**src/hdl/apats_consts.svh**
```systemverilog
// register map, field layout, reset values and scaling constants of the supervisor
`ifndef APATS_CONSTS_SVH
`define APATS_CONSTS_SVH
// ----------------------------------------------------------------
// register byte offsets
// ----------------------------------------------------------------
`define APATS_OFS_SCALE 8'h00
`define APATS_OFS_ALM_LO 8'h04
`define APATS_OFS_ALM_HI 8'h08
`define APATS_OFS_TRIP_LO 8'h0c
`define APATS_OFS_TRIP_HI 8'h10
`define APATS_OFS_ALM_DLY 8'h14
`define APATS_OFS_TRIP_DLY 8'h18
`define APATS_OFS_GRACE 8'h1c
`define APATS_OFS_STATUS 8'h20
`define APATS_OFS_IRQ_STAT 8'h24
`define APATS_OFS_IRQ_MASK 8'h28
`define APATS_OFS_CTRL 8'h2c
`define APATS_NUM_CFG 8
// ----------------------------------------------------------------
// reset values and writable masks of the setting registers
// ----------------------------------------------------------------
`define APATS_RST_SCALE 32'h03e8_0000
`define APATS_RST_LEVEL 32'h0000_0000
`define APATS_RST_DLY 32'h0005_0005
`define APATS_RST_GRACE 32'h0000_0505
`define APATS_MASK_SCALE 32'hffff_ffff
`define APATS_MASK_LEVEL 32'h0000_ffff
`define APATS_MASK_DLY 32'h03ff_03ff
`define APATS_MASK_GRACE 32'h0000_ffff
// ----------------------------------------------------------------
// field codes and loop current scaling
// ----------------------------------------------------------------
`define APATS_LEVEL_OFF 16'h0000
`define APATS_DLY_OFF 10'h000
`define APATS_GRACE_OFF 8'hff
`define APATS_CUR_MIN_UA 15'h0fa0
`define APATS_CUR_MAX_UA 15'h4e20
`define APATS_CUR_SPAN_UA 31'h0000_3e80
`define APATS_RESP_OKAY 2'h0
`define APATS_RESP_SLVERR 2'h2
`endif

```
**src/hdl/apats_pkg.sv**
```systemverilog
// types shared by the analog alarm and trip supervisor
package apats_pkg;
    typedef logic [15:0] level_t;
    typedef logic [14:0] current_t;
    typedef enum logic [1:0] {
        GRACE_IDLE = 2'b01,
        GRACE_WAIT = 2'b10
    } grace_state_e;
endpackage : apats_pkg

```
**src/hdl/analog_process_alarm_trip_supervisor.sv**
```systemverilog
// analog process input supervisor: scaling, alarms, trips, start grace, axi4-lite registers
//
// The AXI4-Lite interface to the registers and the register addresses were decided locally.
`timescale 1ns/1ps
`include "apats_consts.svh"

module analog_process_alarm_trip_supervisor #(
    parameter int ADDR_W = 8
) (
    input wire logic clk_sys_in,
    input wire logic reset_in,
    input wire apats_pkg::current_t loop_current_ua_in,
    input wire logic loop_valid_in,
    input wire logic tick_1s_in,
    input wire logic motor_start_in,
    input wire logic motor_running_in,
    input wire logic [ADDR_W-1:0] s_axi_awaddr,
    input wire logic s_axi_awvalid,
    output logic s_axi_awready,
    input wire logic [31:0] s_axi_wdata,
    input wire logic [3:0] s_axi_wstrb,
    input wire logic s_axi_wvalid,
    output logic s_axi_wready,
    output logic [1:0] s_axi_bresp,
    output logic s_axi_bvalid,
    input wire logic s_axi_bready,
    input wire logic [ADDR_W-1:0] s_axi_araddr,
    input wire logic s_axi_arvalid,
    output logic s_axi_arready,
    output logic [31:0] s_axi_rdata,
    output logic [1:0] s_axi_rresp,
    output logic s_axi_rvalid,
    input wire logic s_axi_rready,
    output apats_pkg::level_t scaled_value_out,
    output logic alarm_low_out,
    output logic alarm_high_out,
    output logic trip_low_out,
    output logic trip_high_out,
    output logic irq_out
);
    import apats_pkg::*;

    // ----------------------------------------------------------------
    // helper functions
    // ----------------------------------------------------------------
    // byte-lane merge of a bus write into a register
    function automatic logic [31:0] merge(input logic [31:0] old_v, input logic [31:0] new_v,
                                          input logic [3:0] strb);
        logic [31:0] res;
        res = old_v;
        for (int k = 0; k < 4; k++) begin
            if (strb[k]) begin
                res[8*k +: 8] = new_v[8*k +: 8];
            end
        end
        return res;
    endfunction : merge

    // writable bits of each setting register
    function automatic logic [31:0] cfg_mask(input int idx);
        logic [31:0] m;
        m = `APATS_MASK_LEVEL;
        if (idx == 0) begin
            m = `APATS_MASK_SCALE;
        end else if (idx == 5 || idx == 6) begin
            m = `APATS_MASK_DLY;
        end else if (idx == 7) begin
            m = `APATS_MASK_GRACE;
        end
        return m;
    endfunction : cfg_mask

    function automatic logic [31:0] cfg_reset(input int idx);
        logic [31:0] v;
        v = `APATS_RST_LEVEL;
        if (idx == 0) begin
            v = `APATS_RST_SCALE;
        end else if (idx == 5 || idx == 6) begin
            v = `APATS_RST_DLY;
        end else if (idx == 7) begin
            v = `APATS_RST_GRACE;
        end
        return v;
    endfunction : cfg_reset

    // ----------------------------------------------------------------
    // declarations
    // ----------------------------------------------------------------
    logic [31:0] cfg_r [`APATS_NUM_CFG];
    logic [3:0] irq_stat_r;
    logic [3:0] irq_mask_r;
    level_t scaled_r;
    logic [9:0] cnt_r [4];
    logic [3:0] qual_d_r;
    logic [1:0] trip_r;
    grace_state_e gstate_r [2];
    logic [6:0] gcnt_r [2];
    logic aw_held_r, w_held_r, awready_r, wready_r, bvalid_r, arready_r, rvalid_r;
    logic [ADDR_W-1:0] awaddr_r;
    logic [31:0] wdata_r, rdata_r;
    logic [3:0] wstrb_r;
    logic [1:0] bresp_r, rresp_r;
    level_t level_w [4];
    logic [9:0] delay_w [4];
    logic [7:0] grace_w [2];
    logic [3:0] raw_w, cond_w, qual_w;
    logic [1:0] imm_w, grace_off_w, trip_set_w;
    logic [3:0] irq_ev_w;

    // ----------------------------------------------------------------
    // scaling of the loop current
    // ----------------------------------------------------------------
    // out-of-range currents clamp to the ends; a reversed scale reads as min below 20 mA and as max from 20 mA up
    wire level_t scale_min_w = cfg_r[0][15:0];
    wire level_t scale_max_w = cfg_r[0][31:16];
    wire level_t span_w = (scale_max_w > scale_min_w) ? 16'(scale_max_w - scale_min_w) : 16'h0000;
    wire logic [14:0] cur_off_w = 15'(loop_current_ua_in - `APATS_CUR_MIN_UA);
    wire logic [30:0] prod_w = 31'(cur_off_w) * 31'(span_w);
    wire level_t quot_w = 16'(prod_w / `APATS_CUR_SPAN_UA);
    wire level_t scaled_nxt = (loop_current_ua_in <= `APATS_CUR_MIN_UA) ? scale_min_w :
                              (loop_current_ua_in >= `APATS_CUR_MAX_UA) ? scale_max_w :
                              16'(scale_min_w + quot_w);

    // converter result latched on its strobe
    always_ff @(posedge clk_sys_in) begin
        if (reset_in) begin
            scaled_r <= 16'h0000;
        end else if (loop_valid_in) begin
            scaled_r <= scaled_nxt;
        end
    end

    // ----------------------------------------------------------------
    // comparisons and persistence timers
    // ----------------------------------------------------------------
    // index 0 alarm low, 1 alarm high, 2 trip low, 3 trip high
    assign level_w[0] = cfg_r[1][15:0];
    assign level_w[1] = cfg_r[2][15:0];
    assign level_w[2] = cfg_r[3][15:0];
    assign level_w[3] = cfg_r[4][15:0];
    assign delay_w[0] = cfg_r[5][9:0];
    assign delay_w[1] = cfg_r[5][25:16];
    assign delay_w[2] = cfg_r[6][9:0];
    assign delay_w[3] = cfg_r[6][25:16];
    assign grace_w[0] = cfg_r[7][7:0];
    assign grace_w[1] = cfg_r[7][15:8];
    assign grace_off_w[0] = (grace_w[0] == `APATS_GRACE_OFF);
    assign grace_off_w[1] = (grace_w[1] == `APATS_GRACE_OFF);

    // level zero means the comparison is switched off
    assign raw_w[0] = (level_w[0] != `APATS_LEVEL_OFF) && (scaled_r < level_w[0]);
    assign raw_w[1] = (level_w[1] != `APATS_LEVEL_OFF) && (scaled_r > level_w[1]);
    assign raw_w[2] = (level_w[2] != `APATS_LEVEL_OFF) && (scaled_r < level_w[2]);
    assign raw_w[3] = (level_w[3] != `APATS_LEVEL_OFF) && (scaled_r > level_w[3]);

    // trips with a grace setting only count while running and past the window
    assign cond_w[1:0] = raw_w[1:0];
    assign cond_w[2] = raw_w[2] && (grace_off_w[0] ||
                       (motor_running_in && gstate_r[0] == GRACE_IDLE));
    assign cond_w[3] = raw_w[3] && (grace_off_w[1] ||
                       (motor_running_in && gstate_r[1] == GRACE_IDLE));

    // a delay of zero is off and never qualifies
    generate
        for (genvar i = 0; i < 4; i++) begin : g_persist
            assign qual_w[i] = cond_w[i] && (delay_w[i] != `APATS_DLY_OFF) &&
                               (cnt_r[i] >= delay_w[i]);
            always_ff @(posedge clk_sys_in) begin
                if (reset_in || !cond_w[i]) begin
                    cnt_r[i] <= 10'h000;
                end else if (tick_1s_in && cnt_r[i] < delay_w[i]) begin
                    cnt_r[i] <= 10'(cnt_r[i] + 10'h001);
                end
            end
        end
    endgenerate

    // ----------------------------------------------------------------
    // post-start grace window
    // ----------------------------------------------------------------
    // zero grace: unhealthy at start trips at once; expiry while unhealthy trips too
    generate
        for (genvar g = 0; g < 2; g++) begin : g_grace
            wire logic expire_w = (gstate_r[g] == GRACE_WAIT) && tick_1s_in &&
                                  (7'(gcnt_r[g] + 7'h01) >= 7'(grace_w[g]));
            assign imm_w[g] = !grace_off_w[g] && raw_w[2+g] &&
                              ((motor_start_in && grace_w[g] == 8'h00) || expire_w);
            always_ff @(posedge clk_sys_in) begin
                if (reset_in) begin
                    gstate_r[g] <= GRACE_IDLE;
                    gcnt_r[g] <= 7'h00;
                end else begin
                    unique case (gstate_r[g])
                        GRACE_IDLE: begin
                            gcnt_r[g] <= 7'h00;
                            if (motor_start_in && !grace_off_w[g] && grace_w[g] != 8'h00) begin
                                gstate_r[g] <= GRACE_WAIT;
                            end
                        end
                        GRACE_WAIT: begin
                            if (!raw_w[2+g] || !motor_running_in || expire_w) begin
                                gstate_r[g] <= GRACE_IDLE;
                            end else if (tick_1s_in) begin
                                gcnt_r[g] <= 7'(gcnt_r[g] + 7'h01);
                            end
                        end
                    endcase
                end
            end
        end
    endgenerate

    // ----------------------------------------------------------------
    // outputs, trip latches and interrupt status
    // ----------------------------------------------------------------
    wire logic wr_go_w = aw_held_r && w_held_r && !bvalid_r;
    wire logic [5:0] wr_idx_w = awaddr_r[7:2];
    wire logic ctrl_wr_w = wr_go_w && awaddr_r[7:0] == `APATS_OFS_CTRL && wstrb_r[0];
    wire logic trip_clr_w = ctrl_wr_w && wdata_r[0];
    wire logic stat_wr_w = wr_go_w && awaddr_r[7:0] == `APATS_OFS_IRQ_STAT && wstrb_r[0];
    wire logic mask_wr_w = wr_go_w && awaddr_r[7:0] == `APATS_OFS_IRQ_MASK && wstrb_r[0];
    assign trip_set_w = {qual_w[3] || imm_w[1], qual_w[2] || imm_w[0]};
    // rising edge of each qualified state; trips count once per latch
    assign irq_ev_w = {trip_set_w & ~trip_r, qual_w[1:0] & ~qual_d_r[1:0]};

    // trips latch until software clears them; a new trip wins over the clear
    always_ff @(posedge clk_sys_in) begin
        if (reset_in) begin
            trip_r <= 2'b00;
            qual_d_r <= 4'h0;
            irq_stat_r <= 4'h0;
            irq_mask_r <= 4'h0;
            irq_out <= 1'b0;
        end else begin
            trip_r <= trip_set_w | (trip_r & {2{!trip_clr_w}});
            qual_d_r <= qual_w;
            irq_stat_r <= irq_ev_w | (irq_stat_r & ~(stat_wr_w ? wdata_r[3:0] : 4'h0));
            irq_mask_r <= mask_wr_w ? wdata_r[3:0] : irq_mask_r;
            irq_out <= |(irq_stat_r & irq_mask_r);
        end
    end
    assign scaled_value_out = scaled_r;
    assign alarm_low_out = qual_d_r[0];
    assign alarm_high_out = qual_d_r[1];
    assign trip_low_out = trip_r[0];
    assign trip_high_out = trip_r[1];

    // ----------------------------------------------------------------
    // axi4-lite slave
    // ----------------------------------------------------------------
    // address and data are held separately so either may arrive first
    always_ff @(posedge clk_sys_in) begin
        if (reset_in) begin
            aw_held_r <= 1'b0;
            w_held_r <= 1'b0;
            awready_r <= 1'b1;
            wready_r <= 1'b1;
            bvalid_r <= 1'b0;
            bresp_r <= `APATS_RESP_OKAY;
            awaddr_r <= '0;
            wdata_r <= 32'h0000_0000;
            wstrb_r <= 4'h0;
        end else begin
            if (s_axi_awvalid && awready_r) begin
                aw_held_r <= 1'b1;
                awready_r <= 1'b0;
                awaddr_r <= s_axi_awaddr;
            end
            if (s_axi_wvalid && wready_r) begin
                w_held_r <= 1'b1;
                wready_r <= 1'b0;
                wdata_r <= s_axi_wdata;
                wstrb_r <= s_axi_wstrb;
            end
            if (wr_go_w) begin
                bvalid_r <= 1'b1;
                bresp_r <= (awaddr_r[7:0] > `APATS_OFS_CTRL || awaddr_r[7:0] == `APATS_OFS_STATUS) ?
                           `APATS_RESP_SLVERR : `APATS_RESP_OKAY;
            end else if (bvalid_r && s_axi_bready) begin
                bvalid_r <= 1'b0;
                aw_held_r <= 1'b0;
                w_held_r <= 1'b0;
                awready_r <= 1'b1;
                wready_r <= 1'b1;
            end
        end
    end

    // setting registers take the byte lanes that are written
    generate
        for (genvar c = 0; c < `APATS_NUM_CFG; c++) begin : g_cfg
            always_ff @(posedge clk_sys_in) begin
                if (reset_in) begin
                    cfg_r[c] <= cfg_reset(c);
                end else if (wr_go_w && wr_idx_w == 6'(c)) begin
                    // unwritable bits keep their value, writable bits take the merged word
                    cfg_r[c] <= (cfg_r[c] & ~cfg_mask(c)) |
                                (merge(cfg_r[c], wdata_r, wstrb_r) & cfg_mask(c));
                end
            end
        end
    endgenerate

    // read mux: control is write-only, unmapped answers slverr
    wire logic [7:0] ra_w = s_axi_araddr[7:0];
    wire logic [31:0] stat_rd_w = {scaled_r, 10'h000, gstate_r[1] == GRACE_WAIT,
                                   gstate_r[0] == GRACE_WAIT, trip_r, qual_d_r[1:0]};
    wire logic [31:0] rd_mux_w = (ra_w < `APATS_OFS_STATUS) ? cfg_r[ra_w[4:2]] :
                                 (ra_w == `APATS_OFS_STATUS) ? stat_rd_w :
                                 (ra_w == `APATS_OFS_IRQ_STAT) ? {28'h0, irq_stat_r} :
                                 (ra_w == `APATS_OFS_IRQ_MASK) ? {28'h0, irq_mask_r} : 32'h0;
    always_ff @(posedge clk_sys_in) begin
        if (reset_in) begin
            arready_r <= 1'b1;
            rvalid_r <= 1'b0;
            rdata_r <= 32'h0000_0000;
            rresp_r <= `APATS_RESP_OKAY;
        end else if (s_axi_arvalid && arready_r) begin
            arready_r <= 1'b0;
            rvalid_r <= 1'b1;
            rdata_r <= rd_mux_w;
            rresp_r <= (ra_w > `APATS_OFS_CTRL) ? `APATS_RESP_SLVERR : `APATS_RESP_OKAY;
        end else if (rvalid_r && s_axi_rready) begin
            arready_r <= 1'b1;
            rvalid_r <= 1'b0;
        end
    end
    assign s_axi_awready = awready_r;
    assign s_axi_wready = wready_r;
    assign s_axi_bvalid = bvalid_r;
    assign s_axi_bresp = bresp_r;
    assign s_axi_arready = arready_r;
    assign s_axi_rvalid = rvalid_r;
    assign s_axi_rdata = rdata_r;
    assign s_axi_rresp = rresp_r;
endmodule : analog_process_alarm_trip_supervisor

```
**config.mk**
```make
export PLATFORM = sky130hd
export DESIGN_NAME = analog_process_alarm_trip_supervisor
export DESIGN_NICKNAME = d
export VERILOG_FILES = /design/src/hdl/apats_pkg.sv /design/src/hdl/analog_process_alarm_trip_supervisor.sv
export VERILOG_INCLUDE_DIRS = /design/src /design/src/hdl
export SDC_FILE = /design/constraint.sdc
export NUM_CORES = 2
export LEC_CHECK = 0
export BUFFER_PORTS_ARGS = -buffer_cell sky130_fd_sc_hd__buf_2
export CAP_MARGIN = 40
export CORE_MARGIN = 4
export CORE_UTILIZATION = 64
export CTS_CLUSTER_SIZE = 20
export DETAILED_ROUTE_END_ITERATION = 8
export HOLD_SLACK_MARGIN = 0.1
export MAX_ROUTING_LAYER = met4
export PLACE_DENSITY_LB_ADDON = 0.12
export SLEW_MARGIN = 20
export SYNTH_ARGS = -nofsm -noshare
export SYNTH_HDL_FRONTEND = slang
export SYNTH_SLANG_ARGS = --single-unit
```
**constraint.sdc**
```tcl
create_clock -name clk_sys_in -period 23.8 [get_ports clk_sys_in]
set_clock_uncertainty 0.2 [all_clocks]
set_input_delay 1.19 -clock clk_sys_in [delete_from_list [all_inputs] [get_ports clk_sys_in]]
set_output_delay 1.19 -clock clk_sys_in [all_outputs]
set_load 0.05 [all_outputs]
```
Yosys cells after proc, flatten, opt, wreduce, memory -nomap -nowiden
Memory sizes are Yosys's and may differ from the RTL's.
Cells that the tools add are included.
{"block": "word_totals", "reg_bits": 116, "ram_bits": 314, "output_inout_bits": 62, "n_memories": 4, "inputBits": 78, "wordCells": 400}
{"name": "cfg_r", "words": 8, "width": 32, "rd": 9, "rd_ports_with_merged_regs": 0, "write_ports": 8, "line": "analog_process_alarm_trip_supervisor.sv:89", "rtl": "logic [31:0] cfg_r [`APATS_NUM_CFG];"}
{"name": "cnt_r", "words": 4, "width": 10, "rd": 4, "rd_ports_with_merged_regs": 0, "write_ports": 4, "line": "analog_process_alarm_trip_supervisor.sv:93", "rtl": "logic [9:0] cnt_r [4];"}
{"name": "gcnt_r", "words": 2, "width": 7, "rd": 2, "rd_ports_with_merged_regs": 0, "write_ports": 2, "line": "analog_process_alarm_trip_supervisor.sv:97", "rtl": "logic [6:0] gcnt_r [2];"}
{"name": "gstate_r", "words": 2, "width": 2, "rd": 2, "rd_ports_with_merged_regs": 0, "write_ports": 2, "line": "analog_process_alarm_trip_supervisor.sv:96", "rtl": "grace_state_e gstate_r [2];"}
{"block": "op_classes", "n_reduce_logical": 98, "bitwise": 37, "n_mux": 191, "multipliers": 1, "add_sub_neg": 9, "div_mod_pow": 1, "n_lt_le_gt_ge": 20, "eq_ne": 20}
{"op": "two-way mux 8 bit", "n": 54}
{"op": "two-way mux 32 bit", "n": 10}
{"op": "bitwise OR 32 x 16 -> 32 bit", "n": 5}
{"op": "two-way mux 1 bit", "n": 95}
{"op": "bitwise OR 32 x 26 -> 32 bit", "n": 2}
{"op": "nonzero test 16 bit", "n": 4}
{"op": "== test 8 x 6 -> 1 bit (second input constant)", "n": 7}
{"op": "logical AND 1 bit", "n": 56}
{"op": "> comparator 16 bit", "n": 3}
{"op": "two-way mux 16 bit", "n": 3}
{"op": "adder 10 x 1 -> 10 bit (second input constant)", "n": 4}
{"op": "greater-or-equal comparator 10 bit", "n": 4}
{"op": "less-than comparator 10 bit", "n": 4}
{"op": "two-way mux 10 bit", "n": 4}
{"op": "nonzero test 10 bit", "n": 4}
{"op": "two-way mux 2 bit", "n": 18}
{"op": "less-than comparator 16 bit", "n": 2}
{"op": "divider 31 x 14 -> 31 bit (second input constant)", "n": 1}
{"op": "multiplier 15 x 16 -> 31 bit", "n": 1}
{"op": "two-way mux 7 bit", "n": 4}
{"op": "== test 6 x 3 -> 1 bit (second input constant)", "n": 4}
{"op": "bitwise OR 1 bit", "n": 20}
{"op": "adder 16 bit", "n": 1}
{"op": "== test 8 bit (second input constant)", "n": 2}
{"op": "other kinds (26)", "n": 65}

Longest topological paths before layout
An unclocked memory read counts as a cell.
{"block": "depth", "word_depth": 11, "mapped_depth": 104, "depth_no_buf": 100}

Worst setup path before layout
No wires, ideal clock.
{"block": "synth_timing", "path_type": "reg2reg", "from": "memory cfg_r[0][16]", "to": "register scaled_r[14], in the netlist scaled_value_out[14]", "path_slack_ns": 2.231, "arrival_ns": 21.242, "n_path_buf": 6, "period_less_slack_ns": 21.569, "t_required_ns": 23.472, "path_stages_with_launch": 101, "setup_time_ns": 0.128, "path_cell_list": "edfxtp_1 inv_1 ha_1 inv_1 fa_1 a21o_1 a21o_1 a21o_1 a21oi_1 o21bai_1 a21oi_1 o21ai_0 nor2b_1 a211oi_1 nor2_1 clkbuf_1 clkbuf_1 and3_1 [65 not listed] nor2_1 nor2_1 o21bai_1 a21oi_1 o21bai_1 a21oi_1 o21bai_1 a21oi_1 o21bai_1 a21oi_1 o21bai_1 a21oi_1 xor2_1 nand2_1 o21ai_0 a21oi_1 mux2i_1 nor2_1"}
{"item": "start: declaration", "line": "analog_process_alarm_trip_supervisor.sv:89"}
{"item": "end signal: assignment", "line": "analog_process_alarm_trip_supervisor.sv:129", "rtl": "scaled_r <= scaled_nxt;"}
{"item": "end: declaration", "line": "analog_process_alarm_trip_supervisor.sv:92", "rtl": "level_t scaled_r;"}

==> flow_summary_export.csv <==
group,metric,value,unit
outcome,status,"complete, no violations",
place,placed_cells,4583,
critical_path,critical_path.max_stage_delay,0.59,ns
yosys,avgSynthCellArea,8.60,µm²
routing,avgRoutedWirePerCell,21.8,µm
sta,worst_slew_pin_slew,1.40,ns
global_routing,antenna_found_initial,0,
cts,cts_buffers,30,
die,die_w,235,µm
critical_path,r2r_cells,95,
global_routing,grt_max_degree,75,
cts,cts-root-buf,"clkbuf_16",
critical_path,start_kind,"register",
sta,fmax,43.7,MHz
finish,final_layout_size_suffix_gt1_frac,0.133,
sta,period_share,0.963,
global_routing,grt_usage,0.363,
cts,htreeDepth,1,
die,core,50600,µm²
critical_path,cp_slowest_cell,"or4b_1",
place,place_hpwl,78800,µm
place,gp_congestion,0.995,
yosys,synth_simple_gate_area_frac,0.214,
critical_path,cp_num_buf_inv,10,
finish,fin_nets,4478,
global_routing,grt_pass1_vias,29277,
yosys,synth_seq_cells,324,
routing,routed-via-count,30418,
critical_path,cp_data_required_time,24.04,ns
routing,drt-pass1-iter-count,6,
cts,tritoncts,"done",
critical_path,crit_path_frequent_cell,"a21oi_1",
cts,clkTransAtPathRegs,0.07,ns
yosys,synth_top_family_by_area,"simple AND/OR/NAND/NOR gates",
routing,vias_per_cell,6.52,
cts,insertion_delay,0.58,ns
routing,drt-initial-drc-count,3293,
global_routing,overflow,0,
yosys,synthXorXnorAreaFrac,0.0388,
yosys,dominantRegCellSynth,"edfxtp_1",
cts,clock_path_buffers,3,
finish,diodes,0,
die,fp.dieArea,55200,µm²
routing,antenna_left,0,
finish,fin_util,0.721,
sta,setup_violations,0,
die,io_pins,140,
yosys,synth_warnings,0,
finish,fin_cells,4664,
sta,period_minus_slack,22.91,ns
critical_path,worstPathMaxFanout,31,
die,die_h,235,µm
finish,area_delta_synth_final,10.6,%
critical_path,end_kind,"register",
yosys,synth-compound-area-share,0.175,
yosys,synth_mux_area_frac,0.0389,
cts,cts.sinks,324,
yosys,synth_enable_flop_cells,210,
finish,design_area,36500,µm²
routing,remaining_drc_errors,0,
yosys,synth_fa_ha_area_frac,0.207,
sta,slew_violations,0,
sta,hold_viol,0,
cts,hold_buffers,0,
die,initial_core_util,0.652,
yosys,syn_inst,3831,
routing,finalWirelength,102000,µm
yosys,async_flop_share,0,
job,maxCapViolCount,0,
global_routing,grt_pass1_wl,160000,µm
critical_path,critPathTopFamily,"compound AO/OA/AOI/OAI gates",
die,rows,82,
yosys,synth.yosys.seq_area_share,0.261,
critical_path,critical_path_cell_count,95,
sta,relSlewSlack,0.0604,
sta,setup_ws,0.891,ns
place,post_dp_cell_area,34800,µm²
yosys,synth_cell_types,115,
hold_path,hold_class,"reg -> reg",
critical_path,crit_arrival,23.15,ns
hold_path,whs_path_depth,2,
place,portBuffers,137,
place,dp_slack,-0.133,ns
critical_path,path_class,"reg -> reg",
yosys,syn-cell-area,33000,µm²
==> timing repair <==
item | CTS | global route
gates resized for setup | 3 | 82
hold endpoints to repair | 0 | 0
buffers inserted | 1 | 19
gates cloned | 0 | 2
endpoints found under the setup margin | 3 | 12
pin swaps | 2 | 19
==> placed cells by master, fill, tap and decap left out, types with 87 or more instances in the layout <==
| master | synthesis | routed |
|---|---|---|
| a21oi_1 | 237 | 223 |
| nand3_1 | 87 | 87 |
| nand2_1 | 408 | 407 |
| inv_1 | 376 | 376 |
| dfxtp_1 | 114 | 113 |
| ha_1 | 250 | 245 |
| edfxtp_1 | 210 | 210 |
| buf_4 | 7 | 129 |
| fa_1 | 182 | 182 |
| and3_1 | 241 | 239 |
| nor2_1 | 282 | 278 |
| o21ai_0 | 204 | 198 |
| buf_2 | 18 | 139 |
==> final timing paths <==
kind | startpoint | endpoint | slack, ns
worst max register to register | cfg_r[0][0] | scaled_value_out[15] | 0.89
worst min-delay path | wdata_r[26] | wdata_r[26] | 0.26
worst max-delay path | cfg_r[0][0] | scaled_value_out[15] | 0.89
worst min register to register | wdata_r[26] | wdata_r[26] | 0.26
==> through the flow <==
| stage | TNS (ns) | hold slack [ns] |
|---|---|---|
| detailed placement | -0.246 | 0.247 |
| global route | -0.120 | 0.278 |
| floorplan | 0 | 0.232 |
| CTS | 0 | 0.256 |
| finish | 0 | 0.256 |
| global placement | 0 | 0.237 |
==> synth_stat cells (all sizes together), types with 29 or more instances <==
| library cell | number | area, µm² |
|---|---|---|
| a21o | 66 | 495 |
| a21oi | 248 | 1320 |
| a22oi | 35 | 263 |
| and2 | 61 | 382 |
| and3 | 241 | 1510 |
| buf | 40 | 214 |
| clkbuf | 134 | 504 |
| dfxtp | 114 | 2280 |
| edfxtp | 210 | 6310 |
| fa | 182 | 3640 |
| ha | 250 | 3130 |
| inv | 381 | 1440 |
| mux2i | 43 | 450 |
| nand2 | 409 | 1540 |
| nand2b | 54 | 338 |
| nand3 | 87 | 435 |
| nand4 | 56 | 357 |
| nor2 | 284 | 1070 |
| nor2b | 29 | 181 |
| nor3 | 81 | 453 |
| nor4 | 48 | 313 |
| o211ai | 39 | 313 |
| o21ai | 226 | 1150 |
| xnor2 | 81 | 709 |
| xor2 | 64 | 568 |
==> registers in the layout (all words and copies together), names as in the netlist, 2 cells and up <==
| name | cells |
|---|---|
| gcnt_r | 14 |
| cfg_r | 152 |
| scaled_value_out | 16 |
| wstrb_r | 4 |
| cnt_r | 40 |
| irq_mask_r | 4 |
| qual_d_r | 2 |
| wdata_r | 32 |
| irq_stat_r | 4 |
| trip_r | 2 |
| gstate_r | 4 |
| s_axi_rdata | 32 |
| awaddr_r | 8 |
==> logic make-up (layout without fill, tap and decap cells) <==
group,Yosys count,count (layout)
xor+xnor,145,145
flops,324,324
fa+ha+maj,436,436
simple gates,1413,1415
buf+inv,556,714
other cells,1,2
compound gates,866,866
mux,90,90
==> worst reg2reg max path, delay by kind of cell, from the launching register on <==
family          cells  cell delay (ns)
xor+xnor            1             0.16
buf+inv            10             1.53
flops               1             0.46
compound gates     50            10.35
fa+ha+maj          10             4.48
simple gates       22             5.09
mux                 2             0.51
==> routing by layer <==
metal,share of wire,global-route usage,routed length [µm],up-vias
li1,-,-,-,13854
met1,0.39,0.453,39300,14497
met2,0.47,0.588,47700,1687
met3,0.087,0.0512,8840,380
met4,0.059,0.173,6030,0
met5,0,-,0,-
==> layout make-up <==
cell class / instances / area [µm²]
Multi-Input combinational cell: 2954 / 22700
Fill cell: 4012 / 14100
Sequential cell: 324 / 8590
Timing Repair Buffer: 276 / 1820
Inverter: 382 / 1440
Clock buffer: 45 / 932
Tap cell: 672 / 841
Clock inverter: 11 / 111
Power is not shown: default switching activity piles up to over one toggle a cycle in this logic, so the estimate is an artifact.
